**config.mk**
```make
export PLATFORM = sky130hd
export DESIGN_NAME = adc_conversion_trigger_control
export DESIGN_NICKNAME = d
export VERILOG_FILES = /design/src/include/adc_trig_pkg.sv /design/src/verilog/sync_two.sv /design/src/verilog/adc_conversion_trigger_control.sv
export VERILOG_INCLUDE_DIRS = /design/src /design/src/include
export SDC_FILE = /design/constraint.sdc
export NUM_CORES = 1
export LEC_CHECK = 0
export BUFFER_PORTS_ARGS = -buffer_cell sky130_fd_sc_hd__buf_4
export CAP_MARGIN = 20
export CORE_MARGIN = 4
export CORE_UTILIZATION = 54
export CTS_CLUSTER_DIAMETER = 200
export CTS_CLUSTER_SIZE = 8
export DETAILED_ROUTE_END_ITERATION = 7
export PLACE_DENSITY = 0.87
export SETUP_SLACK_MARGIN = 0.15
export SKIP_CTS_REPAIR_TIMING = 1
export SLEW_MARGIN = 20
export SYNTH_ARGS = -nofsm -noshare
export SYNTH_HDL_FRONTEND = slang
export SYNTH_SLANG_ARGS = --single-unit
```
**constraint.sdc**
```tcl
create_clock -name pclk -period 2.63 [get_ports pclk]
set_input_delay 0.263 -clock pclk [delete_from_list [all_inputs] [get_ports pclk]]
set_output_delay 0.263 -clock pclk [all_outputs]
set_load 0.02 [all_outputs]
```
**src/include/adc_trig_cfg.svh**
```systemverilog
`ifndef ADC_TRIG_CFG_SVH
`define ADC_TRIG_CFG_SVH
// Overview of operation
// - With timer triggering in single-channel single-conversion mode, any write to conv_control_first that leaves the enable set starts a sample.
// - The intended arming path is setting conversion_enable_bit, which arms the next capture trigger in single-conversion mode.
// - In the sequence and repeat modes a trigger that arrives while busy halts all further conversions until a write clears power_on.
// - A conversion starts from software_start_bit or from the selected timer trigger.
// - The conversion timer overflow flag is unreliable and nothing in the logic depends on it except irq, when its mask bit is set.
// - Switching the clock source away from subsystem_master_clock while its gate-off bit is set stops the converter.
// - That hang happens only with conv_clock_divider at divide by three, five or seven.
// - A hung converter recovers only through a reset.

// ==========================================
// Register offsets
`define OFS_CTRL_FIRST 8'h00
`define OFS_CTRL_SECOND 8'h04
`define OFS_FLAGS 8'h08
`define OFS_MASK 8'h0c
`define OFS_RESULT 8'h10
`define OFS_STATUS 8'h14
`define OFS_CLOCK_SYS 8'h18

// ==========================================
// Field positions
`define BIT_ENABLE 0
`define BIT_SW_START 1
`define BIT_POWER_ON 2
`define BIT_SAMPLE_TIMER 3
`define BIT_BUSY_MIRROR 8
`define SUBSYS_CLOCK_SEL 2'h3

// ==========================================
// Reset values and timing
`define RST_CTRL_FIRST 3'h0
`define RST_CTRL_SECOND 7'h00
`define RST_FLAGS 4'h0
`define LAST_CHANNEL 4'h3
`define CONV_TICKS 5'h10
`endif

```
**src/include/adc_trig_pkg.sv**
```systemverilog
package adc_trig_pkg;

    typedef enum logic {ST_IDLE, ST_CONV} conv_state_e;

    typedef enum logic [1:0] {
        SEQ_SINGLE,
        SEQ_CHANNELS,
        SEQ_REPEAT_SINGLE,
        SEQ_REPEAT_CHANNELS
    } seq_mode_e;

    typedef struct packed {
        logic sample_timer;
        logic power_on;
        logic enable;
    } ctrl_first_s;

    typedef struct packed {
        logic [2:0] divider;
        logic [1:0] clock_select;
        seq_mode_e seq_mode;
    } ctrl_second_s;

    typedef struct packed {
        logic hang;
        logic halt;
        logic overflow;
        logic done;
    } flags_s;

endpackage

```
**src/verilog/sync_two.sv**
```systemverilog
`timescale 1ns/1ns
module sync_two #(
    parameter int WIDTH = 1
) (
    input wire logic pclk, // Clock
    input wire logic presetn, // Async reset, active low
    input wire logic [WIDTH-1:0] d, // Asynchronous input
    output logic [WIDTH-1:0] q // Synchronised output
);
    logic [WIDTH-1:0] meta;

    always_ff @(posedge pclk or negedge presetn) begin
        if (!presetn) begin
            meta <= '0;
            q <= '0;
        end else begin
            meta <= d;
            q <= meta;
        end
    end
endmodule

```
**src/verilog/adc_conversion_trigger_control.sv**
```systemverilog
// The APB interface to the registers and the placing of the registers are this design's own decisions.
`timescale 1ns/1ns
`include "adc_trig_cfg.svh"
module adc_conversion_trigger_control
    import adc_trig_pkg::*;
(
    input wire logic pclk, // APB clock, 10 MHz
    input wire logic presetn, // Async reset, active low
    input wire logic psel, // APB select
    input wire logic penable, // APB enable
    input wire logic pwrite, // APB direction
    input wire logic [7:0] paddr, // APB byte address
    input wire logic [31:0] pwdata, // APB write data
    output logic [31:0] prdata, // APB read data
    output logic pready, // APB ready
    output logic pslverr, // APB error on unmapped address
    input wire logic timer_trigger, // Timer output pin
    input wire logic [11:0] sample_in, // Digitised sample pins
    output logic conv_busy, // Conversion in progress
    output logic irq // Level interrupt
);

    // ==========================================
    // Pin synchronisers
    // Only the second flop of each pair feeds logic; the sample word settles long before use
    logic timer_sync;
    logic [11:0] sample_sync;

    sync_two #(.WIDTH(1)) u_sync_trig (
        .pclk(pclk),
        .presetn(presetn),
        .d(timer_trigger),
        .q(timer_sync)
    );

    sync_two #(.WIDTH(12)) u_sync_sample (
        .pclk(pclk),
        .presetn(presetn),
        .d(sample_in),
        .q(sample_sync)
    );

    // ==========================================
    // State
    ctrl_first_s ctrl_first;
    ctrl_first_s next_ctrl_first;
    ctrl_second_s ctrl_second;
    ctrl_second_s next_ctrl_second;
    flags_s flags;
    flags_s next_flags;
    flags_s mask;
    flags_s next_mask;
    conv_state_e state;
    conv_state_e next_state;
    logic gate_off;
    logic next_gate_off;
    logic armed;
    logic next_armed;
    logic halted;
    logic next_halted;
    logic hung;
    logic next_hung;
    logic timer_prev;
    logic [2:0] div_cnt;
    logic [2:0] next_div_cnt;
    logic [4:0] tick_cnt;
    logic [4:0] next_tick_cnt;
    logic [3:0] channel;
    logic [3:0] next_channel;
    logic [11:0] result;
    logic [11:0] next_result;
    logic [3:0] result_chan;
    logic [3:0] next_result_chan;
    logic [31:0] next_prdata;

    // ==========================================
    // Bus decode
    logic wr;
    logic rd_setup;
    logic hit;
    logic wr_first;
    logic wr_second;
    ctrl_first_s wdata_first;
    ctrl_second_s wdata_second;
    flags_s wdata_flags;

    // Zero wait states: every access completes in its first access cycle
    assign pready = 1'b1;
    assign wr = psel && penable && pwrite;
    assign rd_setup = psel && !penable && !pwrite;
    assign hit = (paddr == `OFS_CTRL_FIRST) || (paddr == `OFS_CTRL_SECOND) ||
                 (paddr == `OFS_FLAGS) || (paddr == `OFS_MASK) ||
                 (paddr == `OFS_RESULT) || (paddr == `OFS_STATUS) ||
                 (paddr == `OFS_CLOCK_SYS);
    // Unmapped addresses answer with an error but never stall the bus
    assign pslverr = psel && penable && !hit;
    assign wr_first = wr && (paddr == `OFS_CTRL_FIRST);
    assign wr_second = wr && (paddr == `OFS_CTRL_SECOND);
    assign wdata_first.enable = pwdata[`BIT_ENABLE];
    assign wdata_first.power_on = pwdata[`BIT_POWER_ON];
    assign wdata_first.sample_timer = pwdata[`BIT_SAMPLE_TIMER];
    assign wdata_second = pwdata[6:0];
    assign wdata_flags = pwdata[3:0];

    // ==========================================
    // Converter clock and triggers
    logic clock_running;
    logic tick;
    logic timer_rise;
    logic single_mode;
    logic sw_start;
    logic timer_start;
    logic write_start;
    logic trig;
    logic can_start;
    logic odd_divider;
    logic hang_event;

    // A gated subsystem clock gives the converter no edges at all
    assign clock_running = ctrl_first.power_on && !hung &&
        !(ctrl_second.clock_select == `SUBSYS_CLOCK_SEL && gate_off);
    assign tick = clock_running && (div_cnt == ctrl_second.divider);
    assign timer_rise = timer_sync && !timer_prev;
    assign single_mode = (ctrl_second.seq_mode == SEQ_SINGLE);
    // A start may come from the very write that sets power and enable
    assign can_start = !halted && !hung &&
        (wr_first ? (wdata_first.power_on && wdata_first.enable) :
        (ctrl_first.power_on && ctrl_first.enable));

    // Software start needs enable and power set in the same write, with sample_timer clear
    assign sw_start = wr_first && pwdata[`BIT_SW_START] && wdata_first.enable &&
        wdata_first.power_on && !wdata_first.sample_timer;
    // Timer edges in single mode need a fresh arm from the enable bit
    assign timer_start = ctrl_first.sample_timer && timer_rise &&
        (!single_mode || armed);
    // Silicon defect kept on purpose: in single mode any timer-mode write that keeps enable high samples
    assign write_start = wr_first && single_mode && wdata_first.sample_timer &&
        wdata_first.enable && ctrl_first.enable;
    assign trig = sw_start || timer_start || write_start;

    // Divide by three, five, seven are field values 2, 4, 6
    assign odd_divider = (ctrl_second.divider == 3'h2) ||
        (ctrl_second.divider == 3'h4) || (ctrl_second.divider == 3'h6);
    assign hang_event = wr_second && gate_off && odd_divider &&
        (ctrl_second.clock_select == `SUBSYS_CLOCK_SEL) &&
        (wdata_second.clock_select != `SUBSYS_CLOCK_SEL);

    // ==========================================
    // Next-state logic
    always_comb begin
        flags_s set;
        flags_s clr;
        set = '0;
        clr = '0;
        next_ctrl_first = ctrl_first;
        next_ctrl_second = ctrl_second;
        next_mask = mask;
        next_gate_off = gate_off;
        next_armed = armed;
        next_halted = halted;
        next_hung = hung;
        next_state = state;
        next_div_cnt = div_cnt;
        next_tick_cnt = tick_cnt;
        next_channel = channel;
        next_result = result;
        next_result_chan = result_chan;

        // Register writes
        if (wr_first) begin
            next_ctrl_first = wdata_first;
            if (wdata_first.enable && !ctrl_first.enable) begin
                next_armed = 1'b1;
            end
            // Dropping power also clears a halt and any pending arm
            if (!wdata_first.power_on) begin
                next_halted = 1'b0;
                next_armed = 1'b0;
            end
        end
        if (wr_second) begin
            next_ctrl_second = wdata_second;
        end
        if (wr && paddr == `OFS_MASK) begin
            next_mask = wdata_flags;
        end
        if (wr && paddr == `OFS_FLAGS) begin
            clr = wdata_flags;
        end
        if (wr && paddr == `OFS_CLOCK_SYS) begin
            next_gate_off = pwdata[0];
        end

        // Converter clock divider
        // Parks at zero while stopped so a restarted clock begins a full period
        if (!clock_running || tick) begin
            next_div_cnt = 3'h0;
        end else begin
            next_div_cnt = div_cnt + 3'h1;
        end

        // Conversion sequencing
        unique case (state)
            ST_IDLE: begin
                if (trig && can_start) begin
                    next_state = ST_CONV;
                    next_tick_cnt = 5'h0;
                    next_armed = 1'b0;
                end
            end
            ST_CONV: begin
                if (trig && can_start) begin
                    if (!single_mode) begin
                        // Overlapping trigger kills the whole sequence
                        next_state = ST_IDLE;
                        next_halted = 1'b1;
                        set.halt = 1'b1;
                    end else begin
                        // Unreliable by design: set only on this one path
                        set.overflow = 1'b1;
                    end
                end else if (!ctrl_first.power_on) begin
                    next_state = ST_IDLE;
                end else if (tick) begin
                    // Result is taken on the last tick of the conversion
                    if (tick_cnt == `CONV_TICKS - 5'h1) begin
                        next_state = ST_IDLE;
                        next_result = sample_sync;
                        next_result_chan = channel;
                        set.done = 1'b1;
                        if (ctrl_second.seq_mode == SEQ_CHANNELS ||
                            ctrl_second.seq_mode == SEQ_REPEAT_CHANNELS) begin
                            if (channel == `LAST_CHANNEL) begin
                                next_channel = 4'h0;
                            end else begin
                                next_channel = channel + 4'h1;
                            end
                        end else begin
                            next_channel = 4'h0;
                        end
                    end else begin
                        next_tick_cnt = tick_cnt + 5'h1;
                    end
                end
            end
        endcase

        // Hang is sticky until reset; nothing written clears it
        if (hang_event) begin
            next_hung = 1'b1;
            next_state = ST_IDLE;
            set.hang = 1'b1;
        end

        // Set wins over a simultaneous write-one-to-clear
        next_flags = (flags & ~clr) | set;
    end

    // ==========================================
    // Read data, captured in the setup phase
    // Zero outside a read, so the bus shows nothing stale between transfers
    always_comb begin
        next_prdata = 32'h0;
        if (rd_setup) begin
            unique case (paddr)
                `OFS_CTRL_FIRST: begin
                    next_prdata[`BIT_ENABLE] = ctrl_first.enable;
                    next_prdata[`BIT_POWER_ON] = ctrl_first.power_on;
                    next_prdata[`BIT_SAMPLE_TIMER] = ctrl_first.sample_timer;
                end
                `OFS_CTRL_SECOND: begin
                    next_prdata[6:0] = ctrl_second;
                    next_prdata[`BIT_BUSY_MIRROR] = (state == ST_CONV);
                end
                `OFS_FLAGS: begin
                    next_prdata[3:0] = flags;
                end
                `OFS_MASK: begin
                    next_prdata[3:0] = mask;
                end
                `OFS_RESULT: begin
                    next_prdata[15:0] = {result_chan, result};
                end
                `OFS_STATUS: begin
                    next_prdata[3:0] = {armed, hung, halted, state == ST_CONV};
                end
                `OFS_CLOCK_SYS: begin
                    next_prdata[0] = gate_off;
                end
                default: begin
                    next_prdata = 32'h0;
                end
            endcase
        end
    end

    // ==========================================
    // Registers
    always_ff @(posedge pclk or negedge presetn) begin
        if (!presetn) begin
            ctrl_first <= `RST_CTRL_FIRST;
            ctrl_second <= `RST_CTRL_SECOND;
            flags <= `RST_FLAGS;
            mask <= `RST_FLAGS;
            gate_off <= 1'b0;
            armed <= 1'b0;
            halted <= 1'b0;
            hung <= 1'b0;
            state <= ST_IDLE;
            // Low like the idle pin, so release of reset shows no false edge
            timer_prev <= 1'b0;
            div_cnt <= 3'h0;
            tick_cnt <= 5'h0;
            channel <= 4'h0;
            result <= 12'h000;
            result_chan <= 4'h0;
            prdata <= 32'h0;
        end else begin
            ctrl_first <= next_ctrl_first;
            ctrl_second <= next_ctrl_second;
            flags <= next_flags;
            mask <= next_mask;
            gate_off <= next_gate_off;
            armed <= next_armed;
            halted <= next_halted;
            hung <= next_hung;
            state <= next_state;
            timer_prev <= timer_sync;
            div_cnt <= next_div_cnt;
            tick_cnt <= next_tick_cnt;
            channel <= next_channel;
            result <= next_result;
            result_chan <= next_result_chan;
            prdata <= next_prdata;
        end
    end

    // ==========================================
    // Outputs
    // Plain state decode, so busy never lags the sequencer
    assign conv_busy = (state == ST_CONV);
    assign irq = |(flags & mask);

endmodule

```
==> flow_summary_export.csv <==
group,metric,value,unit
flow_run,drv_cap,0,
route,wl_per_cell,17.2,um
synth,synth_cell_types,58,
final_layout,final_util,0.677,
floorplan,fp.dieArea,9170,um^2
placement,gp_congestion,0.869,
synth,ys_ff_latch,94,
route,remaining_drc_errors,0,
synth,syn_area,4160,um^2
timing,setup_viol,0,
hold_path,hold_class,"in -> reg",
placement,port_buffers,51,
clock_network,htreeDepth,3,
final_layout,drive_gt1_frac,0.321,
global_route,grtUsageTotal,0.196,
pwr,power_leakage,2.41,nW
synth,synth_edf_count,0,
final_layout,antenna_cells,0,
floorplan,core_area,7370,um^2
final_layout,regArea,2350,um^2
setup_path,critical_path_class,"reg -> reg",
global_route,grt_pass1_wl,13600,um
timing,finalCritPeriodShare,0.924,
timing,min_period,2.43,ns
setup_path,critPathLaunchType,"flip-flop",
global_route,grt_max_degree,45,
synth,yosys_warnings,0,
clock_network,cts_buffers,9,
pwr,finalPower,0.00256,W
global_route,grt_overflow,0,
clock_network,clk_latency,0.36,ns
route,ant_nets,0,
timing,finalHoldViolCount,0,
timing,rsz0062_at_grt,"no",
synth,synth_area_leaders,"dfrtp_1 57%, mux2_2 9.8%, buf_4 3.1%, nor2_1 2.2%, nand2_1 2.1%",
synth,async_reset_ff_frac,1.00,
clock_network,clk_pin_slew,0.10,ns
timing,worst_slew_pin_slew,0.585,ns
synth,synth_top_area_frac,0.566,
setup_path,cp.arrival,2.69,ns
pwr,p_per_area,514,nW/um^2
pwr,vdd_ir_drop_max,457,uV
global_route,antenna_found_initial,0,
floorplan,fp.dieH,95.7,um
global_route,grt_pass1_vias,2864,
clock_network,cts_sinks,94,
route,vias,2975,
floorplan,num_rows,31,
setup_path,cp_max_fo,9,
synth,ys_seq_area_frac,0.566,
synth,synth_area_leader_cell,"dfrtp_1",
floorplan,die_w,95.7,um
clock_network,clk_path_buf_depth,2,
clock_network,tritoncts,"done",
floorplan,top_level_ports,94,
timing,relSlewSlack,0.605,
synth,synth-main-ff-cell,"dfrtp_1",
route,drtIter0Drc,309,
synth,netlist_instances,341,
placement,pre_cts_ws,0.162,ns
timing,clock_skew,0.0100,ns
synth,avgSynthCellArea,12.2,um^2
setup_path,end_kind,"flip-flop",
timing,fin_setup_tns,0,ns
final_layout,multiInputGateArea,1630,um^2
placement,post-dp-hpwl,6100,um
status,status,"completed",
route,viasPerCell,5.69,
timing,setup_slack,0.199,ns
final_layout,nFillCells,531,
clock_network,clockRootBuffer,"clkbuf_8",
setup_path,crit_required,2.88,ns
final_layout,area_growth,20.0,%
route,wl,9000,um
floorplan,start_util,0.564,
final_layout,nets,481,
route,drt_pass1_iterations,5,
timing,timing.fmax,0.411,GHz
timing,drv_slew,0,
==> cell type report <==
class	instances	share of cell area
Sequential cell	94	0.472
Multi-Input combinational cell	223	0.327
Inverter	9	0.00678
Timing Repair Buffer	82	0.132
Tap cell	99	0.0248
Clock buffer	9	0.0248
Clock inverter	7	0.0125
==> cell families after synthesis <==
logic type | count (synthesis) | synth area share
DFF | 94 | 0.566
buffers and inverters | 39 | 0.0578
xor gates and xnor gates | 4 | 0.00843
other | 2 | 0.00181
AOI/OAI and AO/OA | 51 | 0.0939
adders and majority gates | 4 | 0.0120
and+or+nand+nor | 104 | 0.136
muxes | 43 | 0.124
==> per-stage QoR <==
stage	cell area [um^2]	instances	hold WS (ns)
after floorplan	4210	356	-0.0326
after global placement	4600	488	0.281
after detailed placement	4600	488	0.282
after CTS	4790	504	-0.107
after global routing	4990	523	0.120
final	4990	523	0.126
==> synth_stat cells (all sizes together) (3+ instances only) <==
cell and count:
inv 9, and3 5, ha 4, nor4 4, nand2 23, xnor2 4
o21ai 6, nand3b 3, o211ai 3, a21oi 7, and2 8, nor2 25
a22oi 7, mux2i 3, clkbuf 7, mux2 39, buf 23, nand3 11
nor3 13, a32o 6, dfrtp 94
==> per-layer routing <==
| layer | vias to the layer above | share of wire | global-route usage |
|---|---|---|---|
| li1 | 1347 | - | - |
| met4 | 0 | 0.018 | 0.0770 |
| met5 | - | 0 | 0 |
| met3 | 17 | 0.056 | 0.0399 |
| met1 | 1491 | 0.40 | 0.247 |
| met2 | 120 | 0.52 | 0.331 |
==> critical path: stages, from the launching register on <==
cell and delay (ns):
dfrtp_1 0.40, ha_1 0.20, and3_1 0.18, ha_1 0.19
inv_1 0.08, or4_4 0.54, a21oi_4 0.19, buf_6 0.19
mux2_2 0.35
==> registers in the layout, indices dropped and copies added, names as in the netlist, 3 cells and up <==
name	flops
tick_cnt	5
result	12
u_sync_sample.q	12
u_sync_sample.meta	12
channel	4
flags	4
mask	4
ctrl_first	3
result_chan	4
div_cnt	3
prdata	16
ctrl_second	7
==> cells in the final DEF, fill, tap and decap left out, types with 5 or more instances in the layout <==
cell           count
a21oi_1            6
dlygate4sd3_1     14
buf_4             65
nor3_1            13
mux2_2            36
nor2_1            24
dfrtp_1           94
and3_1             5
a32o_1             6
o21ai_0            5
inv_1              9
a22oi_1            7
nand2_1           23
clkbuf_8           9
conb_1            17
nand3_1           10
and2_1             8
==> power by group <==
| group | total, W | internal, W | switching (W) |
|---|---|---|---|
| registers | 0.00148 | 0.00147 | 0.0000108 |
| logic | 0.000172 | 0.0000677 | 0.000105 |
| clock network | 0.000911 | 0.000367 | 0.000544 |
| total | 0.00256 | 0.00190 | 0.000659 |
==> path summary, 6_finish.rpt <==
check                      cells after the start                           end                            start  slack, ns
hold reg to reg                                0  u_sync_sample.q[8]$_DFF_PN0_  u_sync_sample.meta[8]$_DFF_PN0_       0.35
setup reg to reg                               8         result[5]$_DFFE_PN0P_          tick_cnt[1]$_DFFE_PN0P_       0.20
setup / recovery                               8         result[5]$_DFFE_PN0P_          tick_cnt[1]$_DFFE_PN0P_       0.20
max in group asynchronous                      3       tick_cnt[4]$_DFFE_PN0P_                          presetn       1.46
hold / removal                                 2    ctrl_second[6]$_DFFE_PN0P_                        pwdata[6]       0.13
min in group asynchronous                      2           prdata[4]$_DFF_PN0_                          presetn       0.42
Power figures use the tool's default switching activity.
